<file path="config.mk">
export PLATFORM = sky130hd
export DESIGN_NAME = bpf_pin_mux
export DESIGN_NICKNAME = d
export VERILOG_FILES = /design/src/bpf_pkg.sv /design/src/bpf_pin_mux.sv
export VERILOG_INCLUDE_DIRS = /design/src /design/src/src
export SDC_FILE = /design/constraint.sdc
export NUM_CORES = 1
export LEC_CHECK = 0
export ABC_AREA = 1
export BUFFER_PORTS_ARGS = -buffer_cell sky130_fd_sc_hd__buf_2
export CAP_MARGIN = 20
export CORE_AREA = 2 2 132 134
export DETAILED_ROUTE_END_ITERATION = 7
export DIE_AREA = 0 0 134 136
export GPL_ROUTABILITY_DRIVEN = 1
export HOLD_SLACK_MARGIN = 0.1
export SYNTH_ARGS = -nofsm -noshare
export SYNTH_HDL_FRONTEND = slang
export SYNTH_SLANG_ARGS = --single-unit
</file>
<file path="constraint.sdc">
create_clock -name mclk -period 6.59 [get_ports mclk]
set_input_delay 1.318 -clock mclk [delete_from_list [all_inputs] [get_ports mclk]]
set_output_delay 1.318 -clock mclk [all_outputs]
set_load 0.01 [all_outputs]
</file>
<file path="src/bpf_cfg.svh">
/*
  Constants of the bus/port pin function select: widths, address bit
  positions and reset values of the pin-facing flip-flops.
  Assumes it is included by bare name after the package is compiled.
*/
`ifndef BPF_CFG_SVH
`define BPF_CFG_SVH

// ----------------------------------------------------------------------
// Widths
// ----------------------------------------------------------------------
`define BPF_BYTE_W      8
`define BPF_UPPER_W     5
`define BPF_DATA_W      16
`define BPF_ADDR_W      21

// ----------------------------------------------------------------------
// Address and data bit positions on the pin groups
// ----------------------------------------------------------------------
`define BPF_ADDR_LOW_LSB  0
`define BPF_ADDR_MID_LSB  8
`define BPF_ADDR_UP_LSB   16
`define BPF_DATA_HIGH_LSB 8

// ----------------------------------------------------------------------
// Reset values
// ----------------------------------------------------------------------
`define BPF_RST_BYTE    8'h00
`define BPF_RST_WORD    16'h0000
`define BPF_RST_BIT     1'b0

`endif

</file>
<file path="src/bpf_pkg.sv">
/*
  Types of the bus/port pin function select.
  Assumes nothing of its surroundings.
*/
package bpf_pkg;

  typedef logic [7:0]  bpf_byte_t;
  typedef logic [15:0] bpf_word_t;

  // Function that an upper-address pin currently carries
  typedef enum {
    BPF_FN_GPIO,
    BPF_FN_PWM,
    BPF_FN_ADDR
  } bpf_func_e;

endpackage

</file>
<file path="src/bpf_pin_mux.sv">
/*
  Pin function select for the shared data, address, port and pulse-width
  pins, with pull-up gating. All outputs are registered, so a change of
  mode or data reaches the pins one mclk edge later.
  Assumes the bus controller, port registers and pulse-width channels sit
  in the mclk domain, and that pad cells resolve out/oe/pull-up to a wire.
*/
`timescale 1ns/1ns
`default_nettype none
`include "bpf_cfg.svh"

// Operation
// - Pull-up follows per-pin configuration bit on port input pins only; the code gives middle and upper address pins no pull-up
// - Non-single-chip: low data pins are bus
// - High data pins GPIO unless 16-bit bus
// - High data pins bus only ext 16-bit
// - Low address pins GPIO only single-chip
// - External bus drives low address byte
// - Middle pins: GPIO, or address bits 8-15
// - Upper pins: GPIO, or address bits 16-20
// - Enabled pulse-width channel drives upper pin unless upper pins carry address
module bpf_pin_mux #(
  parameter int UPPER_W = `BPF_UPPER_W
) (
  input  wire logic              mclk,
  input  wire logic              reset_n,
  // Mode and selection
  input  wire logic              ext_bus_mode,
  input  wire logic              data_bus_16,
  input  wire logic              mid_addr_is_addr,
  input  wire logic              upper_addr_is_addr,
  input  wire logic [UPPER_W-1:0] pwm_pin_en,
  input  wire logic [UPPER_W-1:0] pulse_width_outputs,
  input  wire bpf_pkg::bpf_byte_t pullup_low_data,
  input  wire bpf_pkg::bpf_byte_t pullup_high_data,
  input  wire bpf_pkg::bpf_byte_t pullup_low_addr,
  // Bus controller
  input  wire logic [20:0]       ext_addr,
  input  wire bpf_pkg::bpf_word_t ext_wdata,
  input  wire logic              ext_data_drive,
  output var  bpf_pkg::bpf_word_t ext_rdata,
  // Port registers
  input  wire bpf_pkg::bpf_byte_t low_data_port_out,
  input  wire bpf_pkg::bpf_byte_t low_data_port_dir,
  input  wire bpf_pkg::bpf_byte_t high_data_port_out,
  input  wire bpf_pkg::bpf_byte_t high_data_port_dir,
  input  wire bpf_pkg::bpf_byte_t low_addr_port_out,
  input  wire bpf_pkg::bpf_byte_t low_addr_port_dir,
  input  wire bpf_pkg::bpf_byte_t mid_addr_port_out,
  input  wire bpf_pkg::bpf_byte_t mid_addr_port_dir,
  input  wire logic [UPPER_W-1:0] upper_addr_port_out,
  input  wire logic [UPPER_W-1:0] upper_addr_port_dir,
  output var  bpf_pkg::bpf_byte_t low_data_port_in,
  output var  bpf_pkg::bpf_byte_t high_data_port_in,
  output var  bpf_pkg::bpf_byte_t low_addr_port_in,
  output var  bpf_pkg::bpf_byte_t mid_addr_port_in,
  output var  logic [UPPER_W-1:0] upper_addr_port_in,
  // Pins
  input  wire bpf_pkg::bpf_byte_t low_data_port_pins_in,
  output var  bpf_pkg::bpf_byte_t low_data_port_pins_out,
  output var  bpf_pkg::bpf_byte_t low_data_port_pins_oe,
  output var  bpf_pkg::bpf_byte_t low_data_port_pins_pu,
  input  wire bpf_pkg::bpf_byte_t high_data_port_pins_in,
  output var  bpf_pkg::bpf_byte_t high_data_port_pins_out,
  output var  bpf_pkg::bpf_byte_t high_data_port_pins_oe,
  output var  bpf_pkg::bpf_byte_t high_data_port_pins_pu,
  input  wire bpf_pkg::bpf_byte_t low_addr_port_pins_in,
  output var  bpf_pkg::bpf_byte_t low_addr_port_pins_out,
  output var  bpf_pkg::bpf_byte_t low_addr_port_pins_oe,
  output var  bpf_pkg::bpf_byte_t low_addr_port_pins_pu,
  input  wire bpf_pkg::bpf_byte_t mid_addr_port_pins_in,
  output var  bpf_pkg::bpf_byte_t mid_addr_port_pins_out,
  output var  bpf_pkg::bpf_byte_t mid_addr_port_pins_oe,
  input  wire logic [UPPER_W-1:0] upper_addr_port_pins_in,
  output var  logic [UPPER_W-1:0] upper_addr_port_pins_out,
  output var  logic [UPPER_W-1:0] upper_addr_port_pins_oe
);
  import bpf_pkg::*;

  // ----------------------------------------------------------------------
  // Reset release
  // ----------------------------------------------------------------------
  logic rst_meta_n;
  logic rst_n;

  always_ff @(posedge mclk or negedge reset_n) begin
    if (!reset_n) begin
      rst_meta_n <= `BPF_RST_BIT;
      rst_n      <= `BPF_RST_BIT;
    end else begin
      rst_meta_n <= 1'b1;
      rst_n      <= rst_meta_n;
    end
  end

  // ----------------------------------------------------------------------
  // Group function decode
  // ----------------------------------------------------------------------
  logic high_is_bus;
  logic mid_is_addr;
  logic upper_is_addr;

  assign high_is_bus   = ext_bus_mode && data_bus_16;
  assign mid_is_addr   = ext_bus_mode && mid_addr_is_addr;
  assign upper_is_addr = ext_bus_mode && upper_addr_is_addr;

  // ----------------------------------------------------------------------
  // Byte groups: next values
  // ----------------------------------------------------------------------
  bpf_byte_t next_ld_out, next_ld_oe, next_ld_pu;
  bpf_byte_t next_hd_out, next_hd_oe, next_hd_pu;
  bpf_byte_t next_la_out, next_la_oe, next_la_pu;
  bpf_byte_t next_ma_out, next_ma_oe;
  bpf_word_t next_rdata;
  bpf_byte_t next_ld_in, next_hd_in, next_la_in, next_ma_in;

  always_comb begin
    // Lower data: bus in every non-single-chip mode
    if (ext_bus_mode) begin
      next_ld_out = ext_wdata[`BPF_BYTE_W-1:0];
      next_ld_oe  = {`BPF_BYTE_W{ext_data_drive}};
      next_ld_pu  = `BPF_RST_BYTE;
    end else begin
      next_ld_out = low_data_port_out;
      next_ld_oe  = low_data_port_dir;
      next_ld_pu  = pullup_low_data & ~low_data_port_dir;
    end
    // Upper data: bus only with a 16-bit external bus
    if (high_is_bus) begin
      next_hd_out = ext_wdata[`BPF_DATA_HIGH_LSB +: `BPF_BYTE_W];
      next_hd_oe  = {`BPF_BYTE_W{ext_data_drive}};
      next_hd_pu  = `BPF_RST_BYTE;
    end else begin
      next_hd_out = high_data_port_out;
      next_hd_oe  = high_data_port_dir;
      next_hd_pu  = pullup_high_data & ~high_data_port_dir;
    end
    // Lower address: output-only address in external-bus mode
    if (ext_bus_mode) begin
      next_la_out = ext_addr[`BPF_ADDR_LOW_LSB +: `BPF_BYTE_W];
      next_la_oe  = 8'hFF;
      next_la_pu  = `BPF_RST_BYTE;
    end else begin
      next_la_out = low_addr_port_out;
      next_la_oe  = low_addr_port_dir;
      next_la_pu  = pullup_low_addr & ~low_addr_port_dir;
    end
    // Middle address
    if (mid_is_addr) begin
      next_ma_out = ext_addr[`BPF_ADDR_MID_LSB +: `BPF_BYTE_W];
      next_ma_oe  = 8'hFF;
    end else begin
      next_ma_out = mid_addr_port_out;
      next_ma_oe  = mid_addr_port_dir;
    end
    // Readback: the bus sees its data pins, ports see every pin level.
    // With an 8-bit bus the upper byte reads as zero.
    next_rdata = {high_is_bus ? high_data_port_pins_in : `BPF_RST_BYTE,
                  ext_bus_mode ? low_data_port_pins_in : `BPF_RST_BYTE};
    next_ld_in = low_data_port_pins_in;
    next_hd_in = high_data_port_pins_in;
    next_la_in = low_addr_port_pins_in;
    next_ma_in = mid_addr_port_pins_in;
  end

  always_ff @(posedge mclk or negedge rst_n) begin
    if (!rst_n) begin
      low_data_port_pins_out  <= `BPF_RST_BYTE;
      low_data_port_pins_oe   <= `BPF_RST_BYTE;
      low_data_port_pins_pu   <= `BPF_RST_BYTE;
      high_data_port_pins_out <= `BPF_RST_BYTE;
      high_data_port_pins_oe  <= `BPF_RST_BYTE;
      high_data_port_pins_pu  <= `BPF_RST_BYTE;
      low_addr_port_pins_out  <= `BPF_RST_BYTE;
      low_addr_port_pins_oe   <= `BPF_RST_BYTE;
      low_addr_port_pins_pu   <= `BPF_RST_BYTE;
      mid_addr_port_pins_out  <= `BPF_RST_BYTE;
      mid_addr_port_pins_oe   <= `BPF_RST_BYTE;
      ext_rdata               <= `BPF_RST_WORD;
      low_data_port_in        <= `BPF_RST_BYTE;
      high_data_port_in       <= `BPF_RST_BYTE;
      low_addr_port_in        <= `BPF_RST_BYTE;
      mid_addr_port_in        <= `BPF_RST_BYTE;
    end else begin
      low_data_port_pins_out  <= next_ld_out;
      low_data_port_pins_oe   <= next_ld_oe;
      low_data_port_pins_pu   <= next_ld_pu;
      high_data_port_pins_out <= next_hd_out;
      high_data_port_pins_oe  <= next_hd_oe;
      high_data_port_pins_pu  <= next_hd_pu;
      low_addr_port_pins_out  <= next_la_out;
      low_addr_port_pins_oe   <= next_la_oe;
      low_addr_port_pins_pu   <= next_la_pu;
      mid_addr_port_pins_out  <= next_ma_out;
      mid_addr_port_pins_oe   <= next_ma_oe;
      ext_rdata               <= next_rdata;
      low_data_port_in        <= next_ld_in;
      high_data_port_in       <= next_hd_in;
      low_addr_port_in        <= next_la_in;
      mid_addr_port_in        <= next_ma_in;
    end
  end

  // ----------------------------------------------------------------------
  // Upper address pins, one slice per pin
  // ----------------------------------------------------------------------
  logic [UPPER_W-1:0] next_up_out;
  logic [UPPER_W-1:0] next_up_oe;
  logic [UPPER_W-1:0] next_up_in;

  genvar gi;
  generate
    for (gi = 0; gi < UPPER_W; gi++) begin : g_upper
      bpf_func_e func;
      // Address beats the pulse channel, which beats the port
      assign func = upper_is_addr  ? BPF_FN_ADDR :
                    pwm_pin_en[gi] ? BPF_FN_PWM  : BPF_FN_GPIO;
      assign next_up_out[gi] = (func == BPF_FN_ADDR) ? ext_addr[`BPF_ADDR_UP_LSB + gi] :
                               (func == BPF_FN_PWM)  ? pulse_width_outputs[gi] :
                                                       upper_addr_port_out[gi];
      assign next_up_oe[gi]  = (func == BPF_FN_GPIO) ? upper_addr_port_dir[gi] : 1'b1;
      assign next_up_in[gi]  = upper_addr_port_pins_in[gi];
    end
  endgenerate

  always_ff @(posedge mclk or negedge rst_n) begin
    if (!rst_n) begin
      upper_addr_port_pins_out <= '0;
      upper_addr_port_pins_oe  <= '0;
      upper_addr_port_in       <= '0;
    end else begin
      upper_addr_port_pins_out <= next_up_out;
      upper_addr_port_pins_oe  <= next_up_oe;
      upper_addr_port_in       <= next_up_in;
    end
  end

endmodule
`default_nettype wire

</file>
==> run metrics, run 1 <==
status complete, no violations; Hold Crit Class reg -> reg; vias in the first global route 4172; GRT Total Usage 0.1554; post-synthesis mux area share 0; final wirelength 14160 um; synthesis-to-finish area growth 50.53%; internal power 1.706 mW; post-synthesis compound-gate area fraction 0.008918; most common cell after layout, fill and taps aside buf_2; GPL Wtd Cong 0.7605; Die Wd 134 um; number of synthesized register bits 153; Tmin final 2.644 ns; register area share after synthesis 0.7580; Num CTS Buffers 17; DRC 0; antenna violations before repair 1; critical path fanouts, max 49; Die Area 0.01822 sq mm; CTS root buffer clkbuf_16; Lkg Pwr 4.454 nW; drt pass-1 iters 4; sw frac 0.2484; post-DP HPWL 10890 um; IO buf count 339; Place WS 3.497 ns; Relative slew margins 0.3485; Die Span Y 136 um; Max-Cap Viols 0; average cell area after synthesis 11.10 sq um; clk sinks 153; Worst Path Required 6.91 ns; Slew Limit Fails 0; final worst setup slack 3.946 ns; crit start category input pin; Final period util 0.4012; largest family of logic cells by synthesized area simple AND/OR/NAND/NOR gates; largest net degree at the start of global routing 79; vias post-DR 4085; combinational power share 0.097; Final Skew 0.007186 ns; most frequent cells in the layout 339 x buf_2, 161 x nand2_1, 152 x dfrtp_1; floorplan core area 0.01688 sq mm; first-pass GRT wire length 21490 um; share of cells above drive strength 1 0.4724; worst skew pair latency 0.41 ns; number of gates resized after CTS 0; Post-DRT Antenna Nets 0; CTS tree done; Synth Area in XOR/XNOR 0; Yosys Warn Count 0; grt ovf 0; Clock Path Buffers 2; Fmax 378.2 MHz; unrepaired setup endpoints after global routing no; Final #Nets 991; Crit path arrival time 2.97 ns; io pins 340; Least-Margin Pin Slew 0.9772 ns; Post-Synth Adder-Cell Area 0; per-cell routed wire length 13.60 um; htree depth 4; Critical Path Sink Type flip-flop; routed vias/inst 3.924; Distinct cells, synth 13; drt initial violations 196; clock power share 0.455; setup tns final 0 ns; Synth area leaders dfrtp_1 76%, nand2_1 12%, inv_1 4.2%; Synth area leader dfrtp_1; Netlist Area Pre-Place 0.005051 sq mm; effective utilization at floorplan 0.2993; Finish-stage setup viols 0; Mapped Cells 455; Net Switching 563.8 uW; Final Hold Vio Count 0; Post-Synth Simple-Gate Area 0.1727; critical path class in -> reg; row cnt 48; Sequential Power Share 0.448; hold_buf cts 0; PwrDens 298.5 mW/mm^2; syn nets 644; Max IR drop VDD 0.1597 mV; postcts setup bufs 0; post-synth top area share 0.7580; Worst-path clk slew 0.07 ns
## power by group through the flow
stage | Sequential, mW | Combinational [mW] | Clock, mW
after global placement | 1.03 | 0.224 | 0
after global routing | 1.02 | 0.248 | 1.11
after detailed placement | 1.03 | 0.225 | 0
after floorplan | 1.07 | 0.0532 | 0
after CTS | 1.02 | 0.226 | 1.06
final | 1.02 | 0.221 | 1.03
## worst max-delay path, stage by stage
cell and delay [ns]:
buf_2 0.07, buf_4 0.43, nand2_2 0.35, inv_2 0.40
nand2_1 0.25, o21ai_0 0.14
## cell usage after synthesis
library cell / instances
buf_4: 6
inv_1: 57
or2_2: 8
nand2_1: 161
dfrtp_1: 153
nor2_1: 35
nand3_1: 13
buf_2: 7
conb_1: 1
inv_2: 2
nor3b_1: 2
nand2_2: 1
o21ai_0: 9
## per-stage QoR
| stage | cells | utilization | area (sq um) | power (mW) | hold slack, ns |
|---|---|---|---|---|---|
| 2_1_floorplan | 455 | - | 5051 | 1.124 | 0.3312 |
| 3_3_place_gp | 1008 | 0.4129 | 6968 | 1.257 | 0.3362 |
| 3_5_place_dp | 1008 | 0.4129 | 6968 | 1.260 | 0.3457 |
| 4_1_cts | 1040 | 0.4504 | 7601 | 2.303 | 0.3539 |
| 5_1_grt | 1041 | 0.4505 | 7604 | 2.377 | 0.3598 |
| 6_report | 1041 | 0.4505 | 7604 | 2.269 | 0.3483 |
## final timing paths
kind	startpoint	to	slack [ns]	depth (start not counted)
min in group asynchronous	rst_n	mid_addr_port_in[6]	0.48	0
max in group asynchronous	rst_n	low_data_port_pins_oe[6]	4.56	1
worst max register to register	rst_n	low_data_port_pins_oe[6]	4.56	1
worst max-delay path	ext_bus_mode	high_data_port_pins_oe[7]	3.95	6
worst min register to register	rst_meta_n	rst_n	0.35	0
worst min-delay path	rst_meta_n	rst_n	0.35	0
## flip-flops by register name, indices dropped and copies added (netlist names), 8 cells and up
register                 cells
mid_addr_port_pins_out       8
high_data_port_in            8
low_data_port_pins_pu        8
mid_addr_port_pins_oe        8
high_data_port_pins_oe       8
low_data_port_pins_out       8
ext_rdata                   16
high_data_port_pins_out      8
low_data_port_pins_oe        8
mid_addr_port_in             8
low_data_port_in             8
low_addr_port_pins_out       8
low_addr_port_in             8
high_data_port_pins_pu       8
low_addr_port_pins_pu        8
low_addr_port_pins_oe        8
## area by class of cell
class / instances / area [sq um]
clock inverters: 15 / 207.7
flip-flops and latches: 153 / 3832
repair buffers: 341 / 1712
well taps: 225 / 281.5
multi-input cells: 230 / 920.9
inverters: 59 / 221.5
fillers: 1658 / 9273
diodes: 1 / 2.502
clock buffers: 17 / 425.4
## layer usage
| layer | track usage | share of wire | wire length [um] | vias to the layer above |
|---|---|---|---|---|
| met3 | 0.06339 | 0.089 | 1266 | 10 |
| met1 | 0.1747 | 0.39 | 5501 | 1843 |
| met5 | 0 | 0 | 0 | - |
| met4 | 0.05201 | 0.011 | 157 | 0 |
| li1 | - | - | - | 2034 |
| met2 | 0.2687 | 0.51 | 7233 | 198 |
## cell families (layout without fill, tap and decap cells)
| group | Yosys count | count (layout) |
|---|---|---|
| AND/OR/NAND/NOR | 220 | 220 |
| flip-flops | 153 | 153 |
| buffers and inverters | 72 | 432 |
| AO/OA/AOI/OAI | 9 | 9 |
| other | 1 | 2 |
Note: power is estimated with default switching activity, not from simulation.
==> run 2, diff against run 1 <==
Settings changed: CORE_AREA 2 2 132 134 to 2 2 131 133, DIE_AREA 0 0 134 136 to 0 0 133 135.
Clock period 6.59 ns to 2.3 ns, I/O delays scaled along.
==> run metrics, run 2 (synthesis gave the netlist of run 1 again) <==
status complete, no violations (unchanged); GPL Wtd Cong 0.7589 (was 0.7605); row cnt 47 (was 48); clk sinks 153 (unchanged); Die Area 0.01796 sq mm (was 0.01822 sq mm); met3 wire length 1608 um (was 1266 um); Max IR drop VDD 0.4579 mV (was 0.1597 mV); crit start category flip-flop (was input pin); htree depth 4 (unchanged); Num CTS Buffers 17 (unchanged); CTS tree done (unchanged); Slew Limit Fails 0 (unchanged); CTS root buffer clkbuf_16 (unchanged); Tmin final 1.394 ns; Crit path largest cell delay 0.38 ns (was 0.43 ns); final wirelength 14620 um (was 14160 um); CP max-delay cell dfrtp_1 (was buf_4); post-DP HPWL 11550 um (was 10890 um); setup tns final 0 ns (unchanged); vias in the first global route 4234 (was 4172); Hold Crit Class reg -> async (was reg -> reg); critical path fanouts, max 1 (was 49); share of cells above drive strength 1 0.4731 (was 0.4724); first-pass GRT wire length 22260 um (was 21490 um); effective utilization at floorplan 0.3079 (was 0.2993); Finish-stage setup viols 0 (unchanged); synthesis-to-finish area growth 50.16% (was 50.53%); unrepaired setup endpoints after global routing no (unchanged); Max-Cap Viols 0 (unchanged); Crit path arrival time 0.93 ns (was 2.97 ns); Fmax 717.6 MHz; Worst-path clk slew 0.06 ns (was 0.07 ns); Buffers & Inverters on Critical Path 1 (was 3); Clock Path Buffers 2 (unchanged); Die Span Y 135 um (was 136 um); top routing layer in use met5 (was met4); Final Skew 0.009291 ns (was 0.007186 ns); GRT Total Usage 0.1652 (was 0.1554); final worst setup slack 0.9065 ns (was 3.946 ns); Final #Nets 995 (was 991); grt ovf 0 (unchanged); floorplan core area 0.01641 sq mm (was 0.01688 sq mm); vias post-DR 4112 (was 4085); critical path class reg -> out (was in -> reg); max reg flops 16 (unchanged); Final period util 0.6059; Post-DRT Antenna Nets 0 (unchanged); Lkg Pwr 4.437 nW (was 4.454 nW); antenna violations before repair 2 (was 1); worst skew pair latency 0.41 ns (about the same); Worst Path Required 1.84 ns (was 6.91 ns); io pins 340 (unchanged); Top reg by flops ext_rdata (unchanged); Place WS 0.4832 ns (was 3.497 ns); most common cell after layout, fill and taps aside buf_2 (unchanged); routed vias/inst 3.958 (was 3.924); DRC 0 (unchanged); IO buf count 339 (unchanged); Final Hold Vio Count 0 (unchanged); most frequent cells in the layout 339 x buf_2, 161 x nand2_1, 152 x dfrtp_1 (unchanged); per-cell routed wire length 14.07 um (was 13.60 um); Critical Path Sink Type output pin (was flip-flop); drt pass-1 iters 4 (unchanged); Die Wd 133 um (was 134 um); largest net degree at the start of global routing 87 (was 79); Metal-1 WL 5129 um (was 5501 um); PwrDens 816.7 mW/mm^2 (was 298.5 mW/mm^2); drt initial violations 112 (was 196); crit-path leading delay family flip-flops (was buffers and inverters); CP cell instances buf_2 (was buf_2, buf_4, nand2_2, inv_2, nand2_1, o21ai_0); met2 WL 7542 um (was 7233 um)
==> run 2: cell count changes in the layout (fill, tap and decap cells not counted), sizes merged <==
cell and delta:
clkinvlp +3, clkinv -1, inv -1, buf +3, dlygate4sd3 +1, bufinv -2
==> run 2: stage by stage <==
stage,util,power [mW],cells,cell area (sq um),hold slack (ns)
final,0.4623,6.195,1039,7585,0.1460
after global routing,0.4621,6.499,1038,7582,0.1197
after CTS,0.4621,6.302,1038,7582,0.1249
after detailed placement,0.4272,3.623,1006,7009,0.1443
after global placement,0.4272,3.613,1006,7009,0.1477
after floorplan,-,3.220,455,5055,0.1644
==> run 2: layout make-up <==
cell class,instances,area (sq um)
fill,1589,8822
clock buffer,17,425.4
multi-input combinational,230,920.9
antenna,1,2.502
clock inverter,14,137.6
timing repair buffer,345,1769
inverter,59,221.5
sequential,153,3832
tap,220,275.3
==> run 2: repair_timing <==
action / in CTS / in global routing
gates resized for setup: 0 / 0
hold endpoints to repair: 2 / 0
hold buffers: 1 / 0
setup buffers: 0 / 0
==> run 2: path summary, 6_finish.rpt <==
kind                                             from                        to  slack (ns)  depth (start not counted)
hold reg to reg                                 rst_n       low_addr_port_in[5]        0.15                          0
hold / removal                                  rst_n       low_addr_port_in[5]        0.15                          0
min in group mclk          upper_addr_port_pins_in[2]     upper_addr_port_in[2]        0.15                          1
setup / recovery                         ext_rdata[1]              ext_rdata[1]        0.91                          1
setup reg to reg                                rst_n  low_data_port_pins_oe[6]        1.45                          1
max in group asynchronous                       rst_n  low_data_port_pins_oe[6]        1.45                          1
==> run 2: routing by layer <==
metal  vias to the layer above  track usage
met2                       214       0.2956
met1                      1825       0.1653
met4                         2      0.06930
met5                         -            0
met3                        26      0.07770
li1                       2045            -
==> run 2: power breakdown <==
group | internal [mW] | switching, mW
sequential | 2.85 | 0.0405
clock | 1.51 | 1.13
combinational | 0.287 | 0.378
total | 4.64 | 1.55
==> run 3, diff against run 2 <==
Clock period 2.3 ns to 1.2 ns, I/O delays scaled along.
==> run metrics, run 3 (synthesis gave the netlist of run 1 again) <==
Worst-path clk slew 0.06 ns (about the same); io pins 340 (unchanged); Post-DRT Antenna Nets 0 (unchanged); Die Area 0.01796 sq mm (unchanged); clk sinks 153 (unchanged); CTS tree done (unchanged); Finish-stage setup viols 0 (unchanged); CP cell instances dlygate4sd3_1, buf_2, nor2_1, dlygate4sd3_1 (was buf_2); Tmin final 1.197 ns; most frequent CP cell dlygate4sd3_1; drt pass-1 iters 4 (unchanged); first-pass GRT wire length 26980 um (was 22260 um); Worst Path Required 1.55 ns (was 1.84 ns); CP max-delay cell dlygate4sd3_1 (was dfrtp_1); Clock Path Buffers 2 (unchanged); largest net degree at the start of global routing 80 (was 87); Die Span Y 135 um (unchanged); Num CTS Buffers 17 (unchanged); grt ovf 0 (unchanged); htree depth 4 (unchanged); status complete, no violations (unchanged); Crit path largest cell delay 0.54 ns (was 0.38 ns); critical path fanouts, max 2 (was 1); Crit path arrival time 1.55 ns (was 0.93 ns); vias in the first global route 5323 (was 4234); Top reg by flops ext_rdata (unchanged); final worst setup slack 0.002739 ns (was 0.9065 ns); unrepaired setup endpoints after global routing yes (was no); worst skew pair latency 0.41 ns (about the same); reg2reg start rst_n (unchanged); drt initial violations 176 (was 112); Final period util 0.9977; setup tns final 0 ns (unchanged); antenna violations before repair 1 (was 2); per-cell routed wire length 14.48 um (was 14.07 um); Slew Limit Fails 0 (unchanged); utilization after layout 0.5808 (was 0.4623); share of cells above drive strength 1 0.3964 (was 0.4731); Max IR drop VDD 0.8472 mV (was 0.4579 mV); beginning of the worst hold path ext_addr[13]; routed vias/inst 4.098 (was 3.958); GPL Wtd Cong 0.7618 (was 0.7589); effective utilization at floorplan 0.3079 (unchanged); row cnt 47 (unchanged); Ant. Diodes 0 (was 1); Worst Setup SP low_data_port_dir[0] (was ext_rdata[1]); post-DP HPWL 11650 um (was 11550 um); Max-Cap Viols 0 (unchanged); GRT Total Usage 0.1972 (was 0.1652); critical path class in -> reg (was reg -> out); floorplan core area 0.01641 sq mm (unchanged); DRC 0 (unchanged); crit start category input pin (was flip-flop); CTS root buffer clkbuf_16 (unchanged); Place WS -0.06213 ns (was 0.4832 ns); most common cell after layout, fill and taps aside buf_2 (unchanged); Critical Path Sink Type flip-flop (was output pin); Final Skew 0.01012 ns (was 0.009291 ns); crit-path leading delay family buffers and inverters (was flip-flops); final wirelength 17650 um (was 14620 um); Die Wd 133 um (unchanged); final hold slack 0.1239 ns (was 0.1460 ns); Lkg Pwr 5.273 nW (was 4.437 nW); vias post-DR 4996 (was 4112); IO buf count 339 (unchanged); Hold Crit Class in -> reg (was reg -> async); max reg flops 16 (unchanged); Buffers & Inverters on Critical Path 3 (was 1); Final #Nets 1175 (was 995); PwrDens 1367 mW/mm^2 (was 816.7 mW/mm^2); synthesis-to-finish area growth 88.65% (was 50.16%); Final Hold Vio Count 0 (unchanged); most frequent cells in the layout 327 x buf_2, 172 x dlygate4sd3_1, 161 x nand2_1 (was 339 x buf_2, 161 x nand2_1, 152 x dfrtp_1); Fmax 835.2 MHz
-- run 3: cell types whose count changed in the layout (fill, tap and decap cells not counted), moves of 3 or more --
cell	before	now
buf_2	339	327
dlygate4sd3_1	1	172
inv_6	6	1
clkinv_4	1	4
clkinvlp_4	4	1
buf_4	3	9
buf_6	0	13
bufinv_16	1	4
-- run 3: timing repair --
action                                 in CTS  in global routing
endpoints found under the hold margin     149                  2
setup endpoints to repair                   3                 23
resized for setup                           4                 15
hold buffers                              172                  2
buffers inserted                            0                  0
-- run 3: worst paths after layout --
kind,end,slack [ns],cells past startpoint
hold reg to reg,mid_addr_port_in[3],0.34,1
setup / recovery,low_data_port_pins_pu[0],0.003,4
setup reg to reg,low_data_port_pins_pu[6],0.47,1
max in group asynchronous,low_data_port_pins_pu[6],0.47,1
hold / removal,mid_addr_port_pins_out[5],0.12,3
min in group asynchronous,rst_n,0.16,2
-- run 3: where the power goes --
part	internal (mW)	switching, mW
Combinational	0.975	0.854
Clock	3.50	2.14
Sequential	5.46	0.0880
-- run 3: final cells by class --
class                           instances  area (sq um)
Fill cell                            1307          6878
Sequential cell                       153          3832
Timing Repair Buffer                  525          3652
Multi-Input combinational cell        230         920.9
Clock buffer                           18         429.2
Tap cell                              220         275.3
Inverter                               59         221.5
Clock inverter                         14         197.7
-- run 3: layer usage --
metal,vias up,GRT usage,part of all wire
met5,-,0,0
met4,0,0.08781,0.032
met3,41,0.06907,0.085
met2,256,0.3561,0.52
met1,2298,0.2078,0.36
li1,2401,-,-
-- run 3: stage by stage --
step / instance area, sq um / cells / power (mW)
final: 9529 / 1219 / 13.02
after floorplan: 5055 / 455 / 6.172
after detailed placement: 7102 / 1015 / 6.978
after global placement: 7102 / 1015 / 6.962
after global routing: 9529 / 1219 / 13.61
after CTS: 9463 / 1219 / 13.08
-- run 3: worst min-delay path, cell delays in order --
cell	delay, ns
buf_2	0.08
nand3_1	0.08
nand2_1	0.09
